<file path="config.mk">
export PLATFORM = sky130hd
export DESIGN_NAME = rx_status_handler
export DESIGN_NICKNAME = d
export VERILOG_FILES = /design/src/hw/rx_status_pkg.sv /design/src/hw/rx_status_handler.sv
export SDC_FILE = /design/constraint.sdc
export NUM_CORES = 1
export LEC_CHECK = 0
export ABC_AREA = 1
export ABC_CLOCK_PERIOD_IN_PS = 1700
export BUFFER_PORTS_ARGS = -buffer_cell sky130_fd_sc_hd__buf_4
export CORE_UTILIZATION = 50
export DETAILED_ROUTE_END_ITERATION = 8
export PLACE_DENSITY = 0.82
export SLEW_MARGIN = 20
export SYNTH_ARGS = -nofsm -noshare
export SYNTH_HDL_FRONTEND = slang
export SYNTH_SLANG_ARGS = --single-unit
export TNS_END_PERCENT = 100
</file>
<file path="constraint.sdc">
create_clock -name pclk -period 1.7 [get_ports pclk]
set_input_delay 0.34 -clock pclk [delete_from_list [all_inputs] [get_ports pclk]]
set_output_delay 0.34 -clock pclk [all_outputs]
set_load 0.005 [all_outputs]
</file>
<file path="src/hw/rx_status_pkg.sv">
package rx_status_pkg;

  // ****************************************************************
  // Register map (indices; byte address is four times each)
  // ****************************************************************
  localparam logic [7:0] IDX_FILL_CFG  = 8'h08;
  localparam logic [7:0] IDX_INT_MASK  = 8'h0a;
  localparam logic [7:0] IDX_INT_STAT  = 8'h0b;
  localparam logic [7:0] IDX_RX_STATUS = 8'h0c;
  localparam int         ADDR_W        = 12;

  // ****************************************************************
  // Field positions and reset values
  // ****************************************************************
  localparam int         FILL_ZERO_BIT   = 5;
  localparam int         IGNORE_INV_BIT  = 6;
  localparam logic [7:0] FILL_CFG_RESET  = 8'h00;
  localparam logic [7:0] INT_MASK_RESET  = 8'h00;
  localparam logic [7:0] INT_STAT_RESET  = 8'h00;

  localparam int EV_LOCK    = 0;
  localparam int EV_INVALID = 1;
  localparam int EV_CHAN_STAT_REFRESH_FLAG    = 2;
  localparam int EV_CORRUPT = 3;
  localparam int EV_KIND    = 4;
  localparam int EV_COPY    = 5;
  localparam int EV_EMPH    = 6;
  localparam int EV_RATE    = 7;

  localparam int ST_AUDIO_N = 0;
  localparam int ST_PCM_N   = 1;
  localparam int ST_COPY    = 2;
  localparam int ST_EMPH    = 3;
  localparam int ST_RATE_LO = 4;
  localparam int ST_UNLOCK  = 6;

  // ****************************************************************
  // Burst sync detection
  // ****************************************************************
  localparam logic [15:0] SYNC_PA         = 16'hf872;
  localparam logic [15:0] SYNC_PB         = 16'h4e1f;
  localparam logic [2:0]  SYNC_ZERO_WORDS = 3'h4;
  localparam int          SAMPLE_W        = 24;
  localparam int          PCM_HOLD_SUBFRAMES = 8192;

  typedef enum logic [1:0] {
    SYNC_ZEROS = 2'b01,
    SYNC_WAIT_PB = 2'b10
  } sync_state_t;

  // Sub-frame as delivered by the biphase decoder
  typedef struct packed {
    logic                strobe;
    logic [SAMPLE_W-1:0] data;
    logic                invalid;
    logic                biphase_err;
    logic                parity_err;
    logic                preamble_err;
  } subframe_t;

  // Recovered channel-status and lock state
  typedef struct packed {
    logic       audio_n;
    logic       no_copyright_flag;
    logic       pre_emphasis_flag;
    logic [1:0] recovered_rate_class;
    logic       unlock;
    logic       chan_stat_refresh_flag;
  } rx_state_t;

  typedef struct packed {
    logic                valid;
    logic [SAMPLE_W-1:0] data;
  } sample_out_t;

endpackage : rx_status_pkg

</file>
<file path="src/hw/rx_status_handler.sv">
`timescale 1ns/100ps
module rx_status_handler #(
  parameter int PCM_HOLD = rx_status_pkg::PCM_HOLD_SUBFRAMES
) (
  input  wire logic                                pclk,
  input  wire logic                                presetn,
  input  wire logic                                psel,
  input  wire logic                                penable,
  input  wire logic                                pwrite,
  input  wire logic [rx_status_pkg::ADDR_W-1:0]    paddr,
  input  wire logic [31:0]                         pwdata,
  output logic      [31:0]                         prdata,
  output logic                                     pready,
  output logic                                     pslverr,
  input  wire rx_status_pkg::subframe_t            sf_in,
  input  wire rx_status_pkg::rx_state_t            rx_state,
  output rx_status_pkg::sample_out_t               aif_out,
  output rx_status_pkg::sample_out_t               tx_out,
  output logic                                     non_audio,
  output logic                                     irq_n
);

  // ****************************************************************
  // Registers
  // ****************************************************************
  logic [7:0]                  fill_cfg_r;
  logic [7:0]                  int_mask_r;
  logic [7:0]                  interrupt_status_reg_r;
  logic [7:0]                  interrupt_status_reg_nxt;
  logic [31:0]                 prdata_r;
  logic                        pready_r;
  logic                        pslverr_r;
  logic                        irq_n_r;
  logic                        non_audio_r;
  logic                        pcm_n_r;
  logic                        subframe_corrupt_flag_r;
  logic                        invalid_flag_r;
  rx_status_pkg::rx_state_t    prev_state_r;
  logic                        prev_pcm_n_r;
  logic                        prev_audio_n_r;
  rx_status_pkg::sample_out_t  aif_r;
  rx_status_pkg::sample_out_t  tx_r;
  logic [rx_status_pkg::SAMPLE_W-1:0] last_aif_r;
  logic [rx_status_pkg::SAMPLE_W-1:0] last_tx_r;
  rx_status_pkg::sync_state_t  sync_state_r;
  logic [2:0]                  zero_cnt_r;
  logic [13:0]                 pcm_hold_cnt_r;

  logic [7:0]  receiver_status;
  logic [7:0]  raw_ev;
  logic [7:0]  ev;
  logic        rd_take;
  logic        wr_done;
  logic [7:0]  reg_idx;
  logic        idx_ok;
  logic        corrupt_now;
  logic        ignore_invalid_marking;
  logic        zero_fill_select;
  logic        aif_replace;
  logic        tx_replace;
  logic        sync_hit;
  logic [15:0] sf_word;

  assign zero_fill_select       = fill_cfg_r[rx_status_pkg::FILL_ZERO_BIT];
  assign ignore_invalid_marking = fill_cfg_r[rx_status_pkg::IGNORE_INV_BIT];

  // Sample chosen when a replacement is due
  function automatic logic [rx_status_pkg::SAMPLE_W-1:0] fill_sample(
    input logic                                zero,
    input logic [rx_status_pkg::SAMPLE_W-1:0] last
  );
    fill_sample = zero ? '0 : last;
  endfunction : fill_sample

  // ****************************************************************
  // APB slave: one wait state, read data captured with the clear
  // ****************************************************************
  assign reg_idx = paddr[9:2];
  assign idx_ok  = (paddr[1:0] == 2'b00) && (paddr[rx_status_pkg::ADDR_W-1:10] == '0) &&
                   ((reg_idx == rx_status_pkg::IDX_FILL_CFG) ||
                    (reg_idx == rx_status_pkg::IDX_INT_MASK) ||
                    (reg_idx == rx_status_pkg::IDX_INT_STAT) ||
                    (reg_idx == rx_status_pkg::IDX_RX_STATUS));
  assign rd_take = psel && penable && !pready_r && !pwrite;
  assign wr_done = psel && penable && pready_r && pwrite && idx_ok;

  always_ff @(posedge pclk or negedge presetn) begin
    if (!presetn) begin
      pready_r  <= 1'b0;
      pslverr_r <= 1'b0;
    end else begin
      pready_r  <= psel && penable && !pready_r;
      pslverr_r <= psel && penable && !pready_r && !idx_ok;
    end
  end

  always_ff @(posedge pclk or negedge presetn) begin
    if (!presetn) begin
      prdata_r <= 32'h0000_0000;
    end else if (rd_take) begin
      case (reg_idx)
        rx_status_pkg::IDX_FILL_CFG:  prdata_r <= {24'h00_0000, fill_cfg_r};
        rx_status_pkg::IDX_INT_MASK:  prdata_r <= {24'h00_0000, int_mask_r};
        rx_status_pkg::IDX_INT_STAT:  prdata_r <= {24'h00_0000, interrupt_status_reg_r};
        rx_status_pkg::IDX_RX_STATUS: prdata_r <= {24'h00_0000, receiver_status};
        default:                      prdata_r <= 32'h0000_0000;
      endcase
    end
  end

  always_ff @(posedge pclk or negedge presetn) begin
    if (!presetn) begin
      fill_cfg_r <= rx_status_pkg::FILL_CFG_RESET;
      int_mask_r <= rx_status_pkg::INT_MASK_RESET;
    end else if (wr_done) begin
      if (reg_idx == rx_status_pkg::IDX_FILL_CFG) begin
        fill_cfg_r <= pwdata[7:0];
      end
      if (reg_idx == rx_status_pkg::IDX_INT_MASK) begin
        int_mask_r <= pwdata[7:0];
      end
    end
  end

  // ****************************************************************
  // Receiver status word
  // ****************************************************************
  always_comb begin
    receiver_status = 8'h00;
    receiver_status[rx_status_pkg::ST_AUDIO_N] = rx_state.audio_n;
    receiver_status[rx_status_pkg::ST_PCM_N]   = pcm_n_r;
    receiver_status[rx_status_pkg::ST_COPY]    = rx_state.no_copyright_flag;
    receiver_status[rx_status_pkg::ST_EMPH]    = rx_state.pre_emphasis_flag;
    receiver_status[rx_status_pkg::ST_RATE_LO +: 2] = rx_state.recovered_rate_class;
    receiver_status[rx_status_pkg::ST_UNLOCK]  = rx_state.unlock;
  end

  // ****************************************************************
  // Burst sync detection on the top 16 bits of each sub-frame
  // ****************************************************************
  assign sf_word  = sf_in.data[rx_status_pkg::SAMPLE_W-1 -: 16];
  assign sync_hit = sf_in.strobe && (sync_state_r == rx_status_pkg::SYNC_WAIT_PB) &&
                    (sf_word == rx_status_pkg::SYNC_PB);

  always_ff @(posedge pclk or negedge presetn) begin
    if (!presetn) begin
      sync_state_r <= rx_status_pkg::SYNC_ZEROS;
      zero_cnt_r   <= 3'h0;
    end else if (sf_in.strobe) begin
      case (sync_state_r)
        rx_status_pkg::SYNC_ZEROS: begin
          if (sf_word == 16'h0000) begin
            if (zero_cnt_r != rx_status_pkg::SYNC_ZERO_WORDS) begin
              zero_cnt_r <= zero_cnt_r + 3'h1;
            end
          end else if (zero_cnt_r == rx_status_pkg::SYNC_ZERO_WORDS &&
                       sf_word == rx_status_pkg::SYNC_PA) begin
            sync_state_r <= rx_status_pkg::SYNC_WAIT_PB;
            zero_cnt_r   <= 3'h0;
          end else begin
            zero_cnt_r <= 3'h0;
          end
        end
        rx_status_pkg::SYNC_WAIT_PB: begin
          sync_state_r <= rx_status_pkg::SYNC_ZEROS;
          zero_cnt_r   <= (sf_word == 16'h0000) ? 3'h1 : 3'h0;
        end
        default: begin
          sync_state_r <= rx_status_pkg::SYNC_ZEROS;
          zero_cnt_r   <= 3'h0;
        end
      endcase
    end
  end

  // Non-PCM falls back to zero only after a long run without sync,
  // so bursts spaced far apart do not make the flag chatter
  always_ff @(posedge pclk or negedge presetn) begin
    if (!presetn) begin
      pcm_n_r        <= 1'b0;
      pcm_hold_cnt_r <= 14'h0000;
    end else if (sync_hit) begin
      pcm_n_r        <= 1'b1;
      pcm_hold_cnt_r <= 14'h0000;
    end else if (sf_in.strobe && pcm_n_r) begin
      if (pcm_hold_cnt_r == 14'(PCM_HOLD - 1)) begin
        pcm_n_r <= 1'b0;
      end else begin
        pcm_hold_cnt_r <= pcm_hold_cnt_r + 14'h0001;
      end
    end
  end

  always_ff @(posedge pclk or negedge presetn) begin
    if (!presetn) begin
      non_audio_r <= 1'b0;
    end else begin
      non_audio_r <= rx_state.audio_n | pcm_n_r;
    end
  end

  // ****************************************************************
  // Error flags, held from one sub-frame to the next
  // ****************************************************************
  assign corrupt_now = sf_in.biphase_err | sf_in.parity_err | sf_in.preamble_err;

  always_ff @(posedge pclk or negedge presetn) begin
    if (!presetn) begin
      subframe_corrupt_flag_r <= 1'b0;
      invalid_flag_r          <= 1'b0;
    end else if (sf_in.strobe) begin
      subframe_corrupt_flag_r <= corrupt_now;
      invalid_flag_r          <= sf_in.invalid;
    end
  end

  // ****************************************************************
  // Event detection and latching
  // ****************************************************************
  always_ff @(posedge pclk or negedge presetn) begin
    if (!presetn) begin
      prev_state_r   <= '0;
      prev_pcm_n_r   <= 1'b0;
      prev_audio_n_r <= 1'b0;
    end else begin
      prev_state_r   <= rx_state;
      prev_pcm_n_r   <= pcm_n_r;
      prev_audio_n_r <= rx_state.audio_n;
    end
  end

  always_comb begin
    raw_ev = 8'h00;
    raw_ev[rx_status_pkg::EV_LOCK]    = rx_state.unlock ^ prev_state_r.unlock;
    raw_ev[rx_status_pkg::EV_INVALID] = invalid_flag_r;
    raw_ev[rx_status_pkg::EV_CHAN_STAT_REFRESH_FLAG]    = rx_state.chan_stat_refresh_flag &&
                                        !prev_state_r.chan_stat_refresh_flag;
    raw_ev[rx_status_pkg::EV_CORRUPT] = subframe_corrupt_flag_r;
    raw_ev[rx_status_pkg::EV_KIND]    = (rx_state.audio_n ^ prev_audio_n_r) |
                                        (pcm_n_r ^ prev_pcm_n_r);
    raw_ev[rx_status_pkg::EV_COPY]    = rx_state.no_copyright_flag ^
                                        prev_state_r.no_copyright_flag;
    raw_ev[rx_status_pkg::EV_EMPH]    = rx_state.pre_emphasis_flag ^
                                        prev_state_r.pre_emphasis_flag;
    raw_ev[rx_status_pkg::EV_RATE]    = |(rx_state.recovered_rate_class &
                                          ~prev_state_r.recovered_rate_class);
  end

  assign ev = raw_ev & ~int_mask_r;

  // Clear on the capture edge of the read; a same-cycle event survives
  always_comb begin
    interrupt_status_reg_nxt = interrupt_status_reg_r;
    if (rd_take && reg_idx == rx_status_pkg::IDX_INT_STAT && idx_ok) begin
      interrupt_status_reg_nxt = 8'h00;
    end
    interrupt_status_reg_nxt = interrupt_status_reg_nxt | ev;
  end

  always_ff @(posedge pclk or negedge presetn) begin
    if (!presetn) begin
      interrupt_status_reg_r <= rx_status_pkg::INT_STAT_RESET;
    end else begin
      interrupt_status_reg_r <= interrupt_status_reg_nxt;
    end
  end

  always_ff @(posedge pclk or negedge presetn) begin
    if (!presetn) begin
      irq_n_r <= 1'b1;
    end else begin
      irq_n_r <= ~(|interrupt_status_reg_r);
    end
  end

  // ****************************************************************
  // Sample paths with substitution
  // ****************************************************************
  assign aif_replace = (corrupt_now && int_mask_r[rx_status_pkg::EV_CORRUPT]) ||
                       (sf_in.invalid && int_mask_r[rx_status_pkg::EV_INVALID] &&
                        !ignore_invalid_marking);
  assign tx_replace  = sf_in.invalid && int_mask_r[rx_status_pkg::EV_INVALID] &&
                       !ignore_invalid_marking;

  always_ff @(posedge pclk or negedge presetn) begin
    if (!presetn) begin
      aif_r      <= '0;
      last_aif_r <= '0;
    end else begin
      aif_r.valid <= sf_in.strobe;
      if (sf_in.strobe) begin
        if (aif_replace) begin
          aif_r.data <= fill_sample(zero_fill_select, last_aif_r);
        end else begin
          aif_r.data <= sf_in.data;
          last_aif_r <= sf_in.data;
        end
      end
    end
  end

  always_ff @(posedge pclk or negedge presetn) begin
    if (!presetn) begin
      tx_r      <= '0;
      last_tx_r <= '0;
    end else begin
      tx_r.valid <= sf_in.strobe;
      if (sf_in.strobe) begin
        if (tx_replace) begin
          tx_r.data <= fill_sample(zero_fill_select, last_tx_r);
        end else begin
          tx_r.data <= sf_in.data;
          last_tx_r <= sf_in.data;
        end
      end
    end
  end

  assign prdata    = prdata_r;
  assign pready    = pready_r;
  assign pslverr   = pslverr_r;
  assign aif_out   = aif_r;
  assign tx_out    = tx_r;
  assign non_audio = non_audio_r;
  assign irq_n     = irq_n_r;

  // ****************************************************************
  // Checks
  // ****************************************************************
  logic rd_status;
  assign rd_status = rd_take && idx_ok && reg_idx == rx_status_pkg::IDX_RX_STATUS;

  chk_status_audio: assert property (@(posedge pclk) disable iff (!presetn)
    rd_status |=> prdata_r[0] == $past(rx_state.audio_n))
    else $error("status bit 0 not audio flag");

  chk_status_pcm: assert property (@(posedge pclk) disable iff (!presetn)
    rd_status |=> prdata_r[1] == $past(pcm_n_r))
    else $error("status bit 1 not sync flag");

  chk_status_rate: assert property (@(posedge pclk) disable iff (!presetn)
    rd_status |=> prdata_r[5:4] == $past(rx_state.recovered_rate_class))
    else $error("status rate field wrong");

  chk_status_lock: assert property (@(posedge pclk) disable iff (!presetn)
    rd_status |=> prdata_r[6] == $past(rx_state.unlock))
    else $error("status unlock bit wrong");

  chk_mask_blocks: assert property (@(posedge pclk) disable iff (!presetn)
    (int_mask_r[3] && !interrupt_status_reg_r[3]) |=> !interrupt_status_reg_r[3])
    else $error("masked flag set status");

  chk_corrupt_event: assert property (@(posedge pclk) disable iff (!presetn)
    (sf_in.strobe && sf_in.parity_err && !int_mask_r[3]) ##1 !int_mask_r[3]
      |=> interrupt_status_reg_r[3])
    else $error("corrupt sub-frame not reported");

  chk_pass_through: assert property (@(posedge pclk) disable iff (!presetn)
    (sf_in.strobe && int_mask_r[3:0] == 4'h0) |=> aif_r.valid && aif_r.data == $past(sf_in.data))
    else $error("unmasked sample altered");

  chk_zero_fill: assert property (@(posedge pclk) disable iff (!presetn)
    (sf_in.strobe && sf_in.biphase_err && int_mask_r[3] && zero_fill_select)
      |=> aif_r.data == '0)
    else $error("zero fill not applied");

  chk_tx_ignores_corrupt: assert property (@(posedge pclk) disable iff (!presetn)
    (sf_in.strobe && !sf_in.invalid) |=> tx_r.data == $past(sf_in.data))
    else $error("tx sample altered without invalid");

  chk_latch_holds: assert property (@(posedge pclk) disable iff (!presetn)
    (interrupt_status_reg_r[0] && !rd_take) |=> interrupt_status_reg_r[0])
    else $error("status bit lost without read");

  chk_irq_follows: assert property (@(posedge pclk) disable iff (!presetn)
    (|interrupt_status_reg_r) |=> !irq_n_r ##1 (irq_n_r == !$past(|interrupt_status_reg_r)))
    else $error("interrupt line wrong");

  cov_sync_found: cover property (@(posedge pclk) disable iff (!presetn) sync_hit);
  cov_repeat_fill: cover property (@(posedge pclk) disable iff (!presetn)
    sf_in.strobe && aif_replace && !zero_fill_select);
  cov_read_clear: cover property (@(posedge pclk) disable iff (!presetn)
    interrupt_status_reg_r != 8'h00 ##1 interrupt_status_reg_r == 8'h00);

endmodule : rx_status_handler

</file>
==> summary.md <==
| Metric | Value |
|---|---|
| Xor/xnor share of the synthesized area | 1.06% |
| Hold path cells | 1 |
| Final hold violation count | 0 |
| Leakage Power | 4.70 nW |
| Total power | 0.00912 W |
| Post-synthesis adder-cell area fraction | 0.841% |
| Global-route wire length before repair | 30,200 um |
| Vias | 6,452 |
| Largest net degree at the start of global routing | 45 |
| H-tree depth | 4 |
| R2R setup slack | 0.11 ns |
| Post-Syn Area per Cell | 8.63 um2 |
| Vias per cell | 5.35 |
| Cell variety after synth | 36 |
| Router iterations before antenna repair | 5 |
| Vias in the first global route | 6,227 |
| Synth-to-layout area growth | 25.0% |
| Drc violations | 0 |
| DIE HEIGHT | 124 um |
| Clock buffer count from CTS | 17 |
| #FFs+latches synth | 163 |
| Critical-path top delay cell | dfrtp_1 |
| Crit-path cells | ha_2 > nand2_1 > inv_2 > nand2_1 > nor2_2 > nand3b_1 > nand4_1 > nand2_1 |
| RSZ-0062 raised after global routing | false |
| Setup CP Type | reg -> reg |
| Fin crit period | 1.59 ns |
| Simple-Gate Fraction of Synth Area | 22.6% |
| Chip Width | 124 um |
| Maximum clock frequency | 0.629 GHz |
| PD cells | 980 nW/um2 |
| Sequential area share after synthesis | 54.9% |
| Mux contribution to synthesized area | 0% |
| Worst Hold End | prev_state_r[0] |
| CP arrival | 1.90 ns |
| All-Layer GR Usage | 25.9% |
| R2R depth | 8 |
| IO Pins | 171 |
| Critical Path Source | pcm_hold_cnt_r[0] |
| Final WL | 18,700 um |
| Final Cycle Share | 93.6% |
| Worst vdd ir | 0.000816 V |
| Final Skew | 0.0111 ns |
| Post-Place Cells | 1,171 |
| Clock tree from TritonCTS | done |
| Pins Over Slew Limit | 0 |
| DP HPWL | 12,900 um |
| Crit path buffers/inverters | 1 |
| Core Area | 14,500 um2 |
| Antenna-violating nets left | 0 |
| Clk_lat worst skew | 0.43 ns |
| WL/cell | 15.5 um |
| HP Class | in -> reg |
| Post-Synthesis Cells | 862 |
| CTS max path bufs | 2 |
| Worst path max stage delay | 0.39 ns |
| YS warnings | 0 |
| Req. time, crit path | 2.01 ns |
| Most common flop cell mapped by yosys | dfrtp_1 |
| Reg clk slew, reported paths | 0.06 ns |
| Final setup fails | 0 |
| Hold Path Origin | rx_state[0] |
| Mapped Area | 7440 um2 |
| RR Endpoint | pcm_hold_cnt_r[3] |
| CTS Root Cell | clkbuf_16 |
| Post-layout util | 64.0% |
| Share of flip-flops with an asynchronous set or reset | 100% |
| Worst r2r src | pcm_hold_cnt_r[0] |
| Fin Setup TNS | 0 ns |
| Congestion Overflow GR | 0 |
| Clock sinks | 163 |
| Gpl congestion | 0.910 |
| Crit start category | flop |
| Initial drt markers | 549 |
| Largest fanout on the critical path | 8 |
| ANT cells | 0 |
| PortBufs | 122 |
| Final non-filler cell total | 1,205 |
| Crit path max-delay family | simple AND/OR/NAND/NOR gates |
| Endpoint type of the worst setup path | flop |
| Fin nets | 1,098 |
| Main combinational cell family by area after synthesis | simple AND/OR/NAND/NOR gates |
| Crit-path most repeated cell | nand2_1 |
| Max cap viols | 0 |
| Number of synthesized flops with an enable pin | 0 |
| Initial Util | 51.2% |
| Status | completed |
| FP Rows | 44 |
| Die ar. | 15,400 um2 |
| Layout cells sized above 1 | 20.8% |
| Complex-gate fraction of the synthesized area | 11.9% |
| Initial antenna violation count | 0 |
[worst register-to-register path, cell delays in order (launching register included)]
cell	delay, ns
dfrtp_1	0.39
ha_2	0.20
nand2_1	0.09
inv_2	0.09
nand2_1	0.07
nor2_2	0.11
nand3b_1	0.26
nand4_1	0.20
nand2_1	0.07
[state kept, by name, indices dropped and copies added (netlist names), 2 cells and up]
signal,flops
prev_state_r,6
last_aif_r,24
zero_cnt_r,3
last_tx_r,24
tx_out,25
int_mask_r,8
prdata,8
fill_cfg_r,8
interrupt_status_reg_r,8
pcm_hold_cnt_r,14
sync_state_r,2
aif_out,24
[Yosys cell counts, types with 5 or more instances]
| cell | number | area [um2] |
|---|---|---|
| o21ai_0 | 92 | 460 |
| dfrtp_1 | 161 | 4030 |
| buf_4 | 28 | 210 |
| nand3_1 | 54 | 270 |
| inv_1 | 83 | 312 |
| a31oi_1 | 9 | 56.3 |
| xor2_1 | 8 | 70.1 |
| nor2_1 | 61 | 229 |
| o211ai_1 | 38 | 285 |
| buf_2 | 10 | 50.1 |
| nand4_1 | 21 | 131 |
| nand2_1 | 233 | 875 |
| o22ai_1 | 6 | 37.5 |
| a21oi_1 | 6 | 30.0 |
| ha_1 | 5 | 62.6 |
| clkbuf_1 | 10 | 37.5 |
[cell type report]
type,count,area [um2]
Inverter,88,330
Tap cell,184,230
Fill cell,1181,5230
Timing Repair Buffer,156,1250
Sequential cell,163,4080
Multi-Input combinational cell,582,2810
Clock inverter,13,151
Clock buffer,19,443
[routing by layer]
metal  part of all wire, %  GRT usage (%)  vias to the layer above
met5                     0              0                        -
met4                   2.2           10.3                        0
met3                   7.1           6.32                       32
met2                    49           42.8                      246
met1                    42           32.7                     3111
li1                      -              -                     3063
[per-stage QoR]
| stage | setup WS [ns] | hold WS, ns | cell area [um2] |
|---|---|---|---|
| detailed placement | 0.0592 | 0.260 | 8670 |
| floorplan | 0.251 | 0.0444 | 7530 |
| CTS | 0.0185 | 0.0131 | 9280 |
| global route | 0.0163 | 0.0211 | 9300 |
| finish | 0.109 | 0.0338 | 9300 |
| global placement | 0.122 | 0.259 | 8670 |
[cell usage in the layout, fill, tap and decap left out, types with 2 or more instances in the layout]
master / n
buf_4: 148
ha_1: 4
nand4_1: 21
nand2_2: 5
nand3b_1: 2
clkinvlp_4: 3
dfstp_2: 2
inv_6: 3
o22ai_1: 6
xor2_1: 8
nor3_1: 4
o21ai_0: 92
nand3_2: 3
buf_12: 6
conb_1: 24
clkbuf_16: 17
dfrtp_1: 161
inv_1: 82
inv_2: 5
o211ai_1: 38
nand2_1: 232
nor2_4: 3
clkinv_4: 3
nor2_1: 59
nand3_1: 54
a31oi_1: 9
nor2_2: 3
a21oi_1: 6
bufinv_16: 2
[power by group]
part | switching (W) | internal (W)
logic | 0.000545 | 0.000424
registers | 0.000128 | 0.00413
clock network | 0.00166 | 0.00223
[worst max path at each step]
stage | to | slack [ns] | cells after the start
2_1_floorplan | pcm_hold_cnt_r[9] | 0.25 | 8
3_3_place_gp | pcm_hold_cnt_r[5] | 0.12 | 8
3_5_place_dp | pcm_hold_cnt_r[3] | 0.06 | 8
4_1_cts | pcm_hold_cnt_r[3] | 0.02 | 8
5_1_grt | pcm_hold_cnt_r[3] | 0.02 | 8
6_report | pcm_hold_cnt_r[3] | 0.11 | 8
[cells by family (layout without fill, tap and decap cells)]
| kind of cell | Yosys count | in the layout |
|---|---|---|
| XOR/XNOR | 9 | 9 |
| AO/OA/AOI/OAI | 153 | 153 |
| buffers and inverters | 140 | 276 |
| flip-flops | 163 | 163 |
| AND/OR/NAND/NOR | 391 | 391 |
| adder cells (fa/ha/maj) | 5 | 5 |
| other | 1 | 24 |
[repair_timing]
action,in CTS,in global routing
endpoints found under the setup margin,0,12
buffers inserted,0,1
hold buffers,1,0
resized for setup,0,5
hold endpoints to repair,30,0
Power figures use the tool's default switching activity.
